## src/core/sfdp_pkg.sv

```systemverilog
// Package holding the parameter-table words, command codes and SPI constants.
package sfdp_pkg;
  localparam logic [7:0] CMD_ERASE_SUSPEND = 8'h75;
  localparam logic [7:0] CMD_ERASE_RESUME  = 8'h7A;
  localparam logic [7:0] CMD_PROG_SUSPEND  = 8'h85;
  localparam logic [7:0] CMD_PROG_RESUME   = 8'h8A;
  localparam logic [7:0] CMD_READ_STATUS   = 8'h05;
  localparam logic [7:0] CMD_READ_TABLE    = 8'h5A;
  localparam logic [7:0] NOT_SUPPORTED_CMD = 8'hFF;
  localparam logic       DPD_ABSENT        = 1'b1;
  localparam logic [1:0] DPD_UNITS_64US    = 2'b11;
  localparam logic [4:0] DPD_COUNT         = 5'h1F;
  localparam logic [3:0] RSVD_HI           = 4'hF;
  localparam logic [1:0] POLL_LEGACY       = 2'b01;
  localparam logic [1:0] RSVD_LO           = 2'b11;
  localparam int         STATUS_BUSY_BIT   = 0;
  localparam logic [7:0] WORD13_OFFSET     = 8'h30;
  localparam logic [7:0] WORD14_OFFSET     = 8'h34;
  localparam logic [31:0] WORD13 = {CMD_ERASE_SUSPEND, CMD_ERASE_RESUME,
                                    CMD_PROG_SUSPEND, CMD_PROG_RESUME};
  localparam logic [31:0] WORD14 = {DPD_ABSENT, NOT_SUPPORTED_CMD,
                                    NOT_SUPPORTED_CMD, DPD_UNITS_64US,
                                    DPD_COUNT, RSVD_HI, POLL_LEGACY,
                                    RSVD_LO};
  localparam logic [7:0] TABLE_FILL        = 8'hFF;
endpackage : sfdp_pkg

```

## src/core/sfdp_spi_slave.sv

```systemverilog
// SPI slave serving the parameter words, status polling and suspend commands.
`timescale 1ns/1ps
module sfdp_spi_slave
  import sfdp_pkg::*;
(
  input  wire logic clk_sys,          // 20 MHz system clock.
  input  wire logic arst_n,           // Asynchronous reset, active low.
  input  wire logic spi_sck,          // SPI clock from host, mode 0.
  input  wire logic spi_cs_n,         // Chip select, active low.
  input  wire logic spi_mosi,         // Serial data in.
  output logic      spi_miso,         // Serial data out.
  output logic      spi_miso_oe_n,    // Output enable, low while driving.
  input  wire logic array_busy,       // Program or erase running.
  output logic      write_in_progress_flag, // Registered busy flag.
  output logic      erase_suspend_req,    // One-cycle pulse.
  output logic      erase_resume_req,     // One-cycle pulse.
  output logic      prog_suspend_req,     // One-cycle pulse.
  output logic      prog_resume_req       // One-cycle pulse.
);
  typedef enum {ST_CMD, ST_ADDR, ST_DUMMY, ST_DATA, ST_IGNORE} state_t;

  logic sck_s;
  logic cs_n_s;
  logic mosi_s;

  sync2 u_sck  (.clk_sys(clk_sys), .arst_n(arst_n), .din(spi_sck),
                .dout(sck_s));
  sync2 u_cs   (.clk_sys(clk_sys), .arst_n(arst_n), .din(spi_cs_n),
                .dout(cs_n_s));
  sync2 u_mosi (.clk_sys(clk_sys), .arst_n(arst_n), .din(spi_mosi),
                .dout(mosi_s));

  state_t     state_r,   state_nxt;
  logic       sck_d_r;
  logic [7:0] shift_r,   shift_nxt;
  logic [2:0] bit_cnt_r, bit_cnt_nxt;
  logic [1:0] byte_cnt_r, byte_cnt_nxt;
  logic [7:0] cmd_r,     cmd_nxt;
  logic [7:0] addr_r,    addr_nxt;
  logic [7:0] out_r,     out_nxt;
  logic       miso_r,    miso_nxt;
  logic       oe_n_r,    oe_n_nxt;
  logic       busy_r;
  logic       es_r, er_r, ps_r, pr_r;
  logic       es_nxt, er_nxt, ps_nxt, pr_nxt;
  logic [7:0] rom_data;
  logic       rise;
  logic       fall;
  logic [7:0] byte_in;

  // Host SCK is 400 ns, so eight system cycles per period leave margin.
  assign rise    = sck_s & ~sck_d_r;
  assign fall    = ~sck_s & sck_d_r;
  assign byte_in = {shift_r[6:0], mosi_s};

  table_rom u_rom (.addr(addr_r), .data(rom_data));

  function automatic logic [7:0] status_byte(input logic busy);
    logic [7:0] s;
    s = 8'h00;
    s[STATUS_BUSY_BIT] = busy;
    return s;
  endfunction : status_byte

  always_comb
  begin
    state_nxt    = state_r;
    shift_nxt    = shift_r;
    bit_cnt_nxt  = bit_cnt_r;
    byte_cnt_nxt = byte_cnt_r;
    cmd_nxt      = cmd_r;
    addr_nxt     = addr_r;
    out_nxt      = out_r;
    miso_nxt     = miso_r;
    oe_n_nxt     = oe_n_r;
    es_nxt       = 1'b0;
    er_nxt       = 1'b0;
    ps_nxt       = 1'b0;
    pr_nxt       = 1'b0;
    if (cs_n_s)
    begin
      state_nxt    = ST_CMD;
      bit_cnt_nxt  = 3'd0;
      byte_cnt_nxt = 2'd0;
      oe_n_nxt     = 1'b1;
      miso_nxt     = 1'b0;
    end
    else if (rise)
    begin
      shift_nxt   = byte_in;
      bit_cnt_nxt = bit_cnt_r + 3'd1;
      if (bit_cnt_r == 3'd7)
      begin
        case (state_r)
          ST_CMD:
          begin
            cmd_nxt = byte_in;
            case (byte_in)
              CMD_ERASE_SUSPEND: es_nxt = 1'b1;
              CMD_ERASE_RESUME:  er_nxt = 1'b1;
              CMD_PROG_SUSPEND:  ps_nxt = 1'b1;
              CMD_PROG_RESUME:   pr_nxt = 1'b1;
              default: ;
            endcase
            if (byte_in == CMD_READ_STATUS)
            begin
              state_nxt = ST_DATA;
              out_nxt   = status_byte(busy_r);
            end
            else if (byte_in == CMD_READ_TABLE)
              state_nxt = ST_ADDR;
            else
              state_nxt = ST_IGNORE;
          end
          ST_ADDR:
          begin
            byte_cnt_nxt = byte_cnt_r + 2'd1;
            if (byte_cnt_r == 2'd2)
            begin
              addr_nxt  = byte_in;
              state_nxt = ST_DUMMY;
            end
          end
          ST_DUMMY:
          begin
            state_nxt = ST_DATA;
            out_nxt   = rom_data;
            addr_nxt  = addr_r + 8'd1;
          end
          ST_DATA:
          begin
            if (cmd_r == CMD_READ_STATUS)
              out_nxt = status_byte(busy_r);
            else
            begin
              out_nxt  = rom_data;
              addr_nxt = addr_r + 8'd1;
            end
          end
          default: ;
        endcase
      end
    end
    else if (fall && state_r == ST_DATA)
    begin
      // Shift out MSB first on the falling edge; the host samples just before the next fall.
      oe_n_nxt = 1'b0;
      miso_nxt = out_r[3'd7 - bit_cnt_r];
    end
  end

  // First data byte goes out MSB at the fall after the last dummy bit.
  always_ff @(posedge clk_sys or negedge arst_n)
  begin
    if (!arst_n)
    begin
      state_r    <= ST_CMD;
      sck_d_r    <= 1'b0;
      shift_r    <= 8'h00;
      bit_cnt_r  <= 3'd0;
      byte_cnt_r <= 2'd0;
      cmd_r      <= 8'h00;
      addr_r     <= 8'h00;
      out_r      <= 8'h00;
      miso_r     <= 1'b0;
      oe_n_r     <= 1'b1;
      busy_r     <= 1'b0;
      es_r       <= 1'b0;
      er_r       <= 1'b0;
      ps_r       <= 1'b0;
      pr_r       <= 1'b0;
    end
    else
    begin
      state_r    <= state_nxt;
      sck_d_r    <= sck_s;
      shift_r    <= shift_nxt;
      bit_cnt_r  <= bit_cnt_nxt;
      byte_cnt_r <= byte_cnt_nxt;
      cmd_r      <= cmd_nxt;
      addr_r     <= addr_nxt;
      out_r      <= out_nxt;
      miso_r     <= miso_nxt;
      oe_n_r     <= oe_n_nxt;
      busy_r     <= array_busy;
      es_r       <= es_nxt;
      er_r       <= er_nxt;
      ps_r       <= ps_nxt;
      pr_r       <= pr_nxt;
    end
  end

  // Word fourteen constants are fixed in the package and served by the ROM.
  assign spi_miso               = miso_r;
  assign spi_miso_oe_n          = oe_n_r;
  assign write_in_progress_flag = busy_r;
  assign erase_suspend_req      = es_r;
  assign erase_resume_req       = er_r;
  assign prog_suspend_req       = ps_r;
  assign prog_resume_req        = pr_r;
endmodule : sfdp_spi_slave

```

## src/core/sync2.sv

```systemverilog
// Two flip-flop synchroniser for a level from outside the clock domain.
`timescale 1ns/1ps
module sync2
(
  input  wire logic clk_sys,  // System clock.
  input  wire logic arst_n,   // Asynchronous reset, active low.
  input  wire logic din,      // Asynchronous level.
  output logic      dout      // Synchronised level.
);
  logic meta_r;

  always_ff @(posedge clk_sys or negedge arst_n)
  begin
    if (!arst_n)
    begin
      meta_r <= 1'b0;
      dout   <= 1'b0;
    end
    else
    begin
      meta_r <= din;
      dout   <= meta_r;
    end
  end
endmodule : sync2

```

## src/core/table_rom.sv

```systemverilog
// Parameter-table byte lookup for words thirteen and fourteen.
`timescale 1ns/1ps
module table_rom
  import sfdp_pkg::*;
(
  input  wire logic [7:0] addr,   // Byte offset into the table.
  output logic      [7:0] data    // Byte at that offset.
);
  always_comb
  begin
    data = TABLE_FILL;
    if (addr[7:2] == WORD13_OFFSET[7:2])
      data = WORD13[addr[1:0]*8 +: 8];
    else if (addr[7:2] == WORD14_OFFSET[7:2])
      data = WORD14[addr[1:0]*8 +: 8];
  end
endmodule : table_rom

```

## config.mk

```make
export PLATFORM = sky130hd
export DESIGN_NAME = sfdp_spi_slave
export DESIGN_NICKNAME = d
export VERILOG_FILES = /design/src/core/sfdp_pkg.sv /design/src/core/sfdp_spi_slave.sv /design/src/core/sync2.sv /design/src/core/table_rom.sv
export SDC_FILE = /design/constraint.sdc
export NUM_CORES = 1
export LEC_CHECK = 0
export BUFFER_PORTS_ARGS = -buffer_cell sky130_fd_sc_hd__buf_2
export CAP_MARGIN = 20
export CORE_MARGIN = 2
export CORE_UTILIZATION = 57
export CTS_BUF_LIST = sky130_fd_sc_hd__clkbuf_4 sky130_fd_sc_hd__clkbuf_8
export DETAILED_ROUTE_END_ITERATION = 10
export GPL_ROUTABILITY_DRIVEN = 0
export PLACE_DENSITY = 0.86
export SETUP_SLACK_MARGIN = 0.3
export SYNTH_ARGS = -nofsm -noshare
export SYNTH_HDL_FRONTEND = slang
export SYNTH_SLANG_ARGS = --single-unit
```

## constraint.sdc

```tcl
create_clock -name clk_sys -period 1.8 [get_ports clk_sys]
set_input_delay 0.36 -clock clk_sys [delete_from_list [all_inputs] [get_ports clk_sys]]
set_output_delay 0.36 -clock clk_sys [all_outputs]
set_load 0.01 [all_outputs]
```

Word level (Yosys, flattened, before mapping)
Index checks and enable logic that the tools add are counted.
Operators by class
  add/sub/neg operators: 4
  magnitude comparators: 1
  equal/unequal tests: 20
  shift-type cells: 2
  muxes and demuxes: 49
  bitwise logic cells: 5
  reduce and logical (&&, ||, !) cells: 16
Operators by type and width (number)
  32-bit 2-to-1 mux: 4
  32-bit case mux with 3 select lines: 1
  32-bit by 2-bit equality test with 1-bit output, second input constant: 2
  32-bit by 6-bit variable part select with 8-bit output, first input constant: 2
  8-bit 2-to-1 mux: 6
  8-bit case mux with 3 select lines: 2
  32-bit by 1-bit equality test with 1-bit output, second input constant: 1
  32-bit by 3-bit equality test with 1-bit output, second input constant: 1
  32-bit zero test: 1
  1-bit 2-to-1 mux: 27
  8-bit by 7-bit equality test with 1-bit output, second input constant: 3
  8-bit by 3-bit equality test with 1-bit output, second input constant: 2
  8-bit equality test, second input constant: 2
  6-bit by 4-bit equality test with 1-bit output, second input constant: 2
  3-bit 2-to-1 mux: 4
  8-bit by 1-bit adder with 8-bit output, second input constant: 1
  2-bit 2-to-1 mux: 4
  4-bit AND reduction: 2
  2-bit nonzero test: 4
  2-bit != test, second input constant: 3
  6-bit AND reduction: 1
  3-bit nonzero test: 2
  5-bit AND reduction: 1
  3-bit by 4-bit < comparator with 1-bit output, second input constant: 1
  14 further kinds: 18
Word-level totals
  flip-flop bits (word level): 82
  input bits: 6
  output and inout bits: 7

Depth between registers and ports, before layout
Gate-level depths: netlist of run 1.
  depth in word-level cells: 7
  depth in mapped cells: 7
  gate-level depth less buffers: 6

By module
Synthesis of run 1 repeated with hierarchy kept, for this count alone.
Unflattened totals
  cells, all modules: 227
  area total of the unflattened synthesis: 2596.2 µm²
By module, submodules not included
  sfdp_spi_slave: times used 1, cells an instance 207, area an instance 2341.0 µm², seq. area each 1177.4 µm²
  sync2: times used 3, cells an instance 2, area an instance 50.0 µm², seq. area each 50.0 µm²
  table_rom: times used 1, cells an instance 14, area an instance 105.1 µm², seq. area each 0.0 µm²

Worst setup path before layout of run 1
OpenSTA, ideal clock, no wires.
  path type: register -> register
  from: reg state_r[0]
  to: reg addr_r[2]
  library setup time: 0.094 ns
  arrival: 1.713 ns
  required time: 1.706 ns
  setup slack: -0.007 ns
  stages on the path, launching flop included: 5
  buffers on the path: 0
  path through: dfrtp_1 -> or4b_4 -> o31ai_4 -> o22ai_1 -> a221oi_2
Between the ends
  longest elaborated chain between the ends: 3
  elaborated cells between the ends (all ways): 8
  classes of those cells: eq/ne: 5; mux: 1; reduce/logical: 2
Ends and longest elaborated chain
  from (decl): line sfdp_spi_slave.sv:33  | state_t state_r, state_nxt;
  from (signal assigned): line sfdp_spi_slave.sv:175  | state_r <= state_nxt;
  32-bit by 2-bit equality test with 1-bit output or 32-bit by 1-bit equality test with 1-bit output (tied branches): line sfdp_spi_slave.sv:94  | case (state_r)
  2-bit != test (no source line) or 3-bit nonzero test (tied branches)
  6-bit AND reduction (no source line)
  to (signal assigned): line sfdp_spi_slave.sv:181  | addr_r <= addr_nxt;
  to (decl): line sfdp_spi_slave.sv:39  | logic [7:0] addr_r, addr_nxt;
Several ways; a longest one is shown, not always the timed one.
A chain may end at the register's enable or synchronous reset.

Worst setup path after layout of run 1
  from: reg cmd_r[6]
  to: reg out_r[0]
Between the ends
  longest elaborated chain between the ends: 3
Ends and longest elaborated chain
  from (decl): line sfdp_spi_slave.sv:38  | logic [7:0] cmd_r, cmd_nxt;
  from (signal assigned): line sfdp_spi_slave.sv:180  | cmd_r <= cmd_nxt;
  8-bit by 3-bit equality test with 1-bit output: line sfdp_spi_slave.sv:132  | if (cmd_r == CMD_READ_STATUS)
  8-bit 2-to-1 mux: line sfdp_spi_slave.sv:132
  8-bit case mux with 3 select lines: line sfdp_spi_slave.sv:94
  to (signal assigned): line sfdp_spi_slave.sv:182  | out_r <= out_nxt;
  to (decl): line sfdp_spi_slave.sv:40  | logic [7:0] out_r, out_nxt;
Every way passes these cells.

==> impl_metrics.prom, run 1 <==
# TYPE chip_impl_metric gauge
chip_impl_info{name="status",value="complete, but fails checks"} 1
chip_impl_info{name="failing_checks",value="negative setup slack"} 1
chip_impl_metric{name="detailedRoute.firstPassIterationCount",unit=""} 5
chip_impl_metric{name="pin_count_of_the_biggest_net_entering_global_routing",unit=""} 26
chip_impl_info{name="ys_top_cells_by_count",value="sky130_fd_sc_hd__dfrtp_1, sky130_fd_sc_hd__mux2_2, sky130_fd_sc_hd__nor2_1"} 1
chip_impl_metric{name="global_route.overflow_total",unit=""} 0
chip_impl_metric{name="post_synthesis_area_per_instance",unit="um^2"} 11.5
chip_impl_metric{name="setup_viol",unit=""} 4
chip_impl_metric{name="clk-insertion-delay-late",unit="ns"} 0.31
chip_impl_metric{name="mappedNetlistArea",unit="mm^2"} 0.00247
chip_impl_metric{name="ys_warnings",unit=""} 0
chip_impl_metric{name="async_flop_share",unit="%"} 100
chip_impl_metric{name="grt_antenna_before_repair",unit=""} 0
chip_impl_metric{name="timing.final.ws_setup",unit="ns"} -0.0328
chip_impl_metric{name="die_width",unit="um"} 69.8
chip_impl_metric{name="final.period_utilization",unit="%"} 102
chip_impl_metric{name="io_pins",unit=""} 13
chip_impl_metric{name="placement.io_buffers",unit=""} 12
chip_impl_info{name="min-delay-path-class",value="primary input to flop"} 1
chip_impl_metric{name="slew_headroom",unit="%"} 68.0
chip_impl_metric{name="core_region_area",unit="mm^2"} 0.00409
chip_impl_metric{name="dp_worst_setup_slack",unit="ns"} -0.0199
chip_impl_metric{name="remaining_routing_drc_violations",unit=""} 0
chip_impl_info{name="synth.most_common_cell",value="sky130_fd_sc_hd__dfrtp_1"} 1
chip_impl_metric{name="route.detailed.wl_per_inst",unit="um"} 22.3
chip_impl_metric{name="timing_hold_violations_final",unit=""} 0
chip_impl_metric{name="synthDistinctLibCells",unit=""} 49
chip_impl_metric{name="clock-skew-final",unit="ns"} 0.0105
chip_impl_metric{name="drv_cap",unit=""} 0
chip_impl_metric{name="fmaxAchievable",unit="MHz"} 546
chip_impl_info{name="dominant_register_cell_in_the_synthesized_netlist",value="sky130_fd_sc_hd__dfrtp_1"} 1
chip_impl_metric{name="first_iter_violations",unit=""} 146
chip_impl_metric{name="cts.path.max_buffers",unit=""} 2
chip_impl_metric{name="die_height",unit="um"} 69.8
chip_impl_metric{name="synthesis.instances",unit=""} 214
chip_impl_metric{name="postLayoutCellArea",unit="mm^2"} 0.00339
chip_impl_metric{name="synth_top_area_share",unit="%"} 50.7
chip_impl_metric{name="timing_max_transition_violations_final",unit=""} 0
chip_impl_metric{name="dp_hpwl",unit="um"} 3840
chip_impl_metric{name="numClockSinks",unit=""} 51
chip_impl_info{name="clock_tree.root_cell",value="sky130_fd_sc_hd__clkbuf_8"} 1
chip_impl_metric{name="vias_in_the_first_global_route",unit=""} 1991
chip_impl_metric{name="cts.reportedPaths.clkPinSlew",unit="ns"} 0.09
chip_impl_metric{name="final_nets",unit=""} 281
chip_impl_metric{name="sequential_cell_area_fraction_in_the_yosys_report",unit="%"} 51.7
chip_impl_metric{name="critical_path.max_fanout",unit=""} 8
chip_impl_metric{name="fillers",unit=""} 190
chip_impl_info{name="endpoint_kind",value="flop"} 1
chip_impl_metric{name="required_time_of_the_critical_path",unit="ns"} 2.00
chip_impl_metric{name="power.density",unit="mW/mm^2"} 758
chip_impl_info{name="yosys-top-cells-area",value="sky130_fd_sc_hd__dfrtp_1, sky130_fd_sc_hd__mux2_2, sky130_fd_sc_hd__ha_1"} 1
chip_impl_metric{name="power.static_leakage",unit="uW"} 0.00160
chip_impl_metric{name="detail_route.vias_per_cell",unit=""} 6.58
chip_impl_metric{name="post_synth_edffs",unit=""} 0
chip_impl_info{name="tritoncts_clock_tree",value="done"} 1
chip_impl_metric{name="dr_total_vias",unit=""} 2106
chip_impl_metric{name="dpl_cell_area",unit="mm^2"} 0.00284
chip_impl_metric{name="die-area",unit="mm^2"} 0.00488
chip_impl_info{name="grt_setup_unrepaired",value="yes"} 1
chip_impl_metric{name="floorplan.rows",unit=""} 23
chip_impl_info{name="critical_path_type",value="flop to flop"} 1
chip_impl_metric{name="track_usage",unit="%"} 25.7
chip_impl_metric{name="grt_pass1_wl",unit="um"} 9720
chip_impl_metric{name="wirelength",unit="um"} 7150
chip_impl_info{name="synthDominantAreaCellType",value="sky130_fd_sc_hd__dfrtp_1"} 1
chip_impl_metric{name="postSynthRegisterBits",unit=""} 51
chip_impl_metric{name="flow.area_growth_from_synthesis",unit="%"} 37.2
chip_impl_metric{name="antenna_cells_inserted",unit=""} 0
chip_impl_info{name="start_kind",value="flop"} 1
chip_impl_metric{name="start_util",unit="%"} 60.4
chip_impl_metric{name="period_minus_slack",unit="ns"} 1.83
chip_impl_metric{name="cts_htree_levels",unit=""} 2
chip_impl_metric{name="ant_nets",unit=""} 0
chip_impl_metric{name="slew_of_the_pin_with_the_lowest_slew_margin",unit="ns"} 0.479
chip_impl_metric{name="power.ir.vdd_worst",unit="mV"} 0.813
chip_impl_metric{name="mappedNetlistNets",unit=""} 226
chip_impl_metric{name="post_route_cells_drive_above_1_share",unit="%"} 48.1
chip_impl_metric{name="cp_data_arrival_time",unit="ns"} 2.04
chip_impl_metric{name="cts_buffers",unit=""} 5
power breakdown:
part	internal, uW	leakage, uW	switching, uW	total (uW)
Clock	366	0.0000549	370	736
Combinational	267	0.000876	266	532
Sequential	1220	0.000669	78.7	1300
Total	1850	0.00160	714	2570
layout make-up:
| cell class | count | area, um^2 | share of cell area (%) |
|---|---|---|---|
| sequential | 51 | 1280 | 37.9 |
| timing repair buffer | 55 | 462 | 13.6 |
| inverter | 10 | 37.5 | 1.11 |
| multi-input combinational | 146 | 1440 | 42.5 |
| clock buffer | 8 | 104 | 3.06 |
| tap | 50 | 62.6 | 1.85 |
metrics by stage:
stage	instances	hold WS (ns)	TNS, ns	util [%]	total power [uW]
4_1_cts	313	0.148	0	76.5	2490
3_5_place_dp	296	0.286	-0.0415	69.4	1720
2_1_floorplan	214	0.0644	0	-	1510
5_1_grt	320	0.137	-0.775	82.9	2660
6_report	320	0.148	-0.0475	82.9	2570
3_3_place_gp	296	0.286	-0.00547	69.4	1710
state kept, by name (all words and copies together) (netlist names), 2 cells and up:
register / flops
cmd_r: 8
shift_r: 7
addr_r: 8
state_r: 3
byte_cnt_r: 2
out_r: 6
bit_cnt_r: 3
repair_timing:
item / 4_1_cts / 5_1_grt
hold buffers: 1 / 0
endpoints found under the setup margin: 32 / 32
setup buffers: 8 / 6
hold endpoints to repair: 13 / 0
resized for setup: 27 / 44
pin swaps: 15 / 13
cloned: 0 / 1
logic make-up after synthesis:
logic type / after synthesis / synth area share [%]
fa+ha+maj: 6 / 3.04
xor+xnor: 2 / 0.709
mux: 30 / 13.9
simple gates: 69 / 15.9
buf+inv: 17 / 2.58
compound gates: 39 / 12.2
flops: 51 / 51.7
worst max-delay path: stages, from the launching register on:
cell	delay (ns)
sky130_fd_sc_hd__dfrtp_1	0.39
sky130_fd_sc_hd__or4b_4	0.59
sky130_fd_sc_hd__o31ai_4	0.21
sky130_fd_sc_hd__buf_6	0.20
sky130_fd_sc_hd__mux2i_1	0.09
sky130_fd_sc_hd__mux2_4	0.26
layer usage:
| layer | up-vias | share of wire [%] | global-route usage (%) |
|---|---|---|---|
| li1 | 893 | - | - |
| met1 | 1056 | 39 | 31.4 |
| met2 | 124 | 50 | 42.9 |
| met3 | 33 | 8.2 | 6.40 |
| met4 | 0 | 3.2 | 12.0 |
| met5 | - | 0 | 0 |
cell usage in the layout (no fill, tap or decap), types with 3 or more instances in the layout:
master,instances
sky130_fd_sc_hd__nand3b_1,3
sky130_fd_sc_hd__buf_2,12
sky130_fd_sc_hd__o21a_1,3
sky130_fd_sc_hd__clkbuf_8,7
sky130_fd_sc_hd__mux2i_1,7
sky130_fd_sc_hd__nor2_4,3
sky130_fd_sc_hd__a2bb2oi_1,3
sky130_fd_sc_hd__dfrtp_2,6
sky130_fd_sc_hd__buf_6,7
sky130_fd_sc_hd__mux2_4,11
sky130_fd_sc_hd__ha_1,4
sky130_fd_sc_hd__inv_1,10
sky130_fd_sc_hd__buf_4,31
sky130_fd_sc_hd__mux2_2,11
sky130_fd_sc_hd__dfrtp_1,44
sky130_fd_sc_hd__nand2b_1,3
sky130_fd_sc_hd__o22ai_1,4
sky130_fd_sc_hd__nor4bb_4,3
sky130_fd_sc_hd__or3_1,3
sky130_fd_sc_hd__nor2_1,14
sky130_fd_sc_hd__a21oi_1,5
sky130_fd_sc_hd__nand2_1,7
worst paths after layout:
check	slack (ns)	startpoint	endpoint	cells past startpoint
worst max-delay path	-0.03	cmd_r[6]	out_r[0]	5
worst min-delay path	0.15	array_busy	write_in_progress_flag	1
worst max register to register	-0.03	cmd_r[6]	out_r[0]	5
worst min register to register	0.36	u_sck.meta_r	u_sck.dout	0
max in group asynchronous	0.72	arst_n	spi_miso_oe_n	3
min in group asynchronous	0.50	arst_n	addr_r[0]	2
Note: power is estimated with default switching activity, not from simulation.
==> run 2, diff against run 1 <==
CTS_CLUSTER_DIAMETER = 60   (was unset)
RECOVER_POWER = 25   (was unset)
==> impl_metrics.prom, run 2 (same netlist as run 1, synthesis figures left out) <==
# TYPE chip_impl_metric gauge
chip_impl_metric{name="worst-r2r-setup-slack",unit="ns"} -0.03
chip_impl_metric{name="cp_slowest_stage_delay",unit="ns"} 0.59
chip_impl_metric{name="antenna_cells_inserted",unit=""} 0
chip_impl_metric{name="worst_hold_slack",unit="ns"} 0.150
chip_impl_metric{name="vias_in_the_first_global_route",unit=""} 1991
chip_impl_metric{name="cts_htree_levels",unit=""} 2
chip_impl_metric{name="dp_hpwl",unit="um"} 3840
chip_impl_metric{name="track_usage",unit="%"} 25.7
chip_impl_metric{name="die_height",unit="um"} 69.8
chip_impl_metric{name="placed_cells_incl_taps",unit=""} 296
chip_impl_metric{name="pin_count_of_the_biggest_net_entering_global_routing",unit=""} 26
chip_impl_metric{name="final.period_utilization",unit="%"} 102
chip_impl_metric{name="timing.setup.tns",unit="ns"} -0.0473
chip_impl_metric{name="fmaxAchievable",unit="MHz"} 546
chip_impl_metric{name="timing_max_transition_violations_final",unit=""} 0
chip_impl_metric{name="wirelength",unit="um"} 7150
chip_impl_metric{name="floorplan.rows",unit=""} 23
chip_impl_metric{name="grt_pass1_wl",unit="um"} 9720
chip_impl_metric{name="ff_to_ff_path_depth",unit=""} 5
chip_impl_metric{name="power.density",unit="mW/mm^2"} 758
chip_impl_info{name="tritoncts_clock_tree",value="done"} 1
chip_impl_info{name="min-delay-path-class",value="primary input to flop"} 1
chip_impl_info{name="timing.critical_path.cells",value="or4b_4, o31ai_4, buf_6, mux2i_1, mux2_4"} 1
chip_impl_metric{name="setup_viol",unit=""} 4
chip_impl_metric{name="post_route_cells_drive_above_1_share",unit="%"} 47.8
chip_impl_metric{name="slew_of_the_pin_with_the_lowest_slew_margin",unit="ns"} 0.762
chip_impl_metric{name="route.detailed.wl_per_inst",unit="um"} 22.3
chip_impl_metric{name="final_nets",unit=""} 281
chip_impl_metric{name="clock-skew-final",unit="ns"} 0.0102
chip_impl_info{name="status",value="complete, but fails checks"} 1
chip_impl_metric{name="remaining_routing_drc_violations",unit=""} 0
chip_impl_info{name="hold_path_end",value="write_in_progress_flag"} 1
chip_impl_metric{name="required_time_of_the_critical_path",unit="ns"} 2.00
chip_impl_metric{name="placement.io_buffers",unit=""} 12
chip_impl_metric{name="numClockSinks",unit=""} 51
chip_impl_metric{name="critical_path_buf_inv_count",unit=""} 1
chip_impl_info{name="worst_r2r_end",value="out_r[0]"} 1
chip_impl_metric{name="dr_total_vias",unit=""} 2113
chip_impl_metric{name="first_iter_violations",unit=""} 146
chip_impl_metric{name="cts.reportedPaths.clkPinSlew",unit="ns"} 0.09
chip_impl_info{name="r2r_path_start",value="cmd_r[6]"} 1
chip_impl_metric{name="fin_cells",unit=""} 320
chip_impl_metric{name="period_minus_slack",unit="ns"} 1.83
chip_impl_info{name="top_regs",value="addr_r x8, cmd_r x8, shift_r x7"} 1
chip_impl_metric{name="slew_headroom",unit="%"} 49.2
chip_impl_metric{name="cp_data_arrival_time",unit="ns"} 2.03
chip_impl_metric{name="grt_antenna_before_repair",unit=""} 0
chip_impl_info{name="highest_count_cells_in_the_layout_ignoring_fill_and_taps",value="sky130_fd_sc_hd__dfrtp_1, sky130_fd_sc_hd__buf_4, sky130_fd_sc_hd__nor2_1"} 1
chip_impl_metric{name="core_region_area",unit="mm^2"} 0.00409
chip_impl_info{name="clock_tree.root_cell",value="sky130_fd_sc_hd__clkbuf_8"} 1
chip_impl_metric{name="die_width",unit="um"} 69.8
chip_impl_metric{name="detail_route.vias_per_cell",unit=""} 6.60
chip_impl_metric{name="timing.final.ws_setup",unit="ns"} -0.0321
chip_impl_info{name="timing.hold.worst.start",value="array_busy"} 1
chip_impl_info{name="worst_path_dominant_cell_family",value="simple AND/OR/NAND/NOR gates"} 1
chip_impl_info{name="failing_checks",value="negative setup slack"} 1
chip_impl_metric{name="start_util",unit="%"} 60.4
chip_impl_metric{name="power.static_leakage",unit="uW"} 0.00159
chip_impl_info{name="start_kind",value="flop"} 1
chip_impl_metric{name="timing_hold_violations_final",unit=""} 0
chip_impl_metric{name="flow.area_growth_from_synthesis",unit="%"} 36.7
chip_impl_info{name="endpoint_kind",value="flop"} 1
chip_impl_metric{name="cts_buffers",unit=""} 5
chip_impl_metric{name="hold_path_depth",unit=""} 1
chip_impl_metric{name="power.ir.vdd_worst",unit="mV"} 0.814
chip_impl_metric{name="io_pins",unit=""} 13
chip_impl_metric{name="critical_path.max_fanout",unit=""} 8
chip_impl_metric{name="fillers",unit=""} 191
chip_impl_metric{name="detailedRoute.firstPassIterationCount",unit=""} 5
chip_impl_info{name="layout_commonest_cell",value="sky130_fd_sc_hd__dfrtp_1"} 1
chip_impl_info{name="grt_setup_unrepaired",value="yes"} 1
chip_impl_info{name="crit_slowest_cell",value="sky130_fd_sc_hd__or4b_4"} 1
chip_impl_info{name="critical_path_type",value="flop to flop"} 1
chip_impl_metric{name="cts.path.max_buffers",unit=""} 2
chip_impl_metric{name="die-area",unit="mm^2"} 0.00488
chip_impl_metric{name="drv_cap",unit=""} 0
chip_impl_metric{name="global_route.overflow_total",unit=""} 0
chip_impl_metric{name="ant_nets",unit=""} 0
chip_impl_metric{name="clk-insertion-delay-late",unit="ns"} 0.31
==> run 2: cell types whose count changed in the layout (fill, tap and decap cells not counted), sizes merged <==
| cell | change |
|---|---|
| buf | -2 |
| clkbuf | +2 |
==> run 2: cell type report <==
| type | instances | area (um^2) | share of cell area [%] |
|---|---|---|---|
| Clock buffer | 8 | 104 | 3.08 |
| Inverter | 10 | 37.5 | 1.11 |
| Multi-Input combinational cell | 146 | 1440 | 42.6 |
| Sequential cell | 51 | 1280 | 38.1 |
| Tap cell | 50 | 62.6 | 1.85 |
| Timing Repair Buffer | 55 | 448 | 13.3 |
==> run 2: power breakdown <==
part,total (uW),leakage (uW),internal (uW),switching (uW)
Sequential,1300,0.000669,1220,78.5
Combinational,529,0.000868,263,266
Clock,731,0.0000549,366,365
Total,2560,0.00159,1850,709
==> run 2: per-layer routing <==
metal / vias up / global-route usage (%) / part of all wire (%)
met5: - / 0 / 0
met2: 122 / 42.9 / 50
met4: 0 / 12.0 / 3.4
met1: 1063 / 31.4 / 38
met3: 33 / 6.40 / 8.0
li1: 895 / - / -
==> run 2: stage by stage <==
stage	total power, uW	util (%)	instance area (um^2)	setup WS [ns]
after global placement	1710	69.4	2840	-0.00547
after global routing	2660	82.6	3380	-0.0731
final	2560	82.6	3380	-0.0321
after CTS	2490	76.5	3130	0.0107
after floorplan	1510	-	2510	0.0548
after detailed placement	1720	69.4	2840	-0.0199
==> run 2: worst register-to-register path: cells and delay by family, from the launching register on <==
| kind | cells | cell delay, ns |
|---|---|---|
| buffers and inverters | 1 | 0.20 |
| DFF | 1 | 0.39 |
| AOI/OAI and AO/OA | 1 | 0.21 |
| muxes | 2 | 0.35 |
| and+or+nand+nor | 1 | 0.59 |
==> run 2: how the worst max path moves through the flow <==
stage | end | cells after the start | startpoint | slack (ns)
4_1_cts | out_r[0] | 5 | cmd_r[7] | 0.01
5_1_grt | out_r[3] | 6 | state_r[0] | -0.07
3_3_place_gp | addr_r[6] | 5 | cmd_r[4] | -0.005
3_5_place_dp | out_r[0] | 4 | cmd_r[1] | -0.02
2_1_floorplan | out_r[0] | 4 | state_r[0] | 0.05
6_report | out_r[0] | 5 | cmd_r[6] | -0.03
==> run 2: timing repair <==
action,CTS,global route
pin swaps,15,13
setup buffers,8,6
gates cloned,0,1
gates resized for setup,27,44
endpoints found under the setup margin,32,32
endpoints found under the hold margin,13,0
hold buffers,1,0
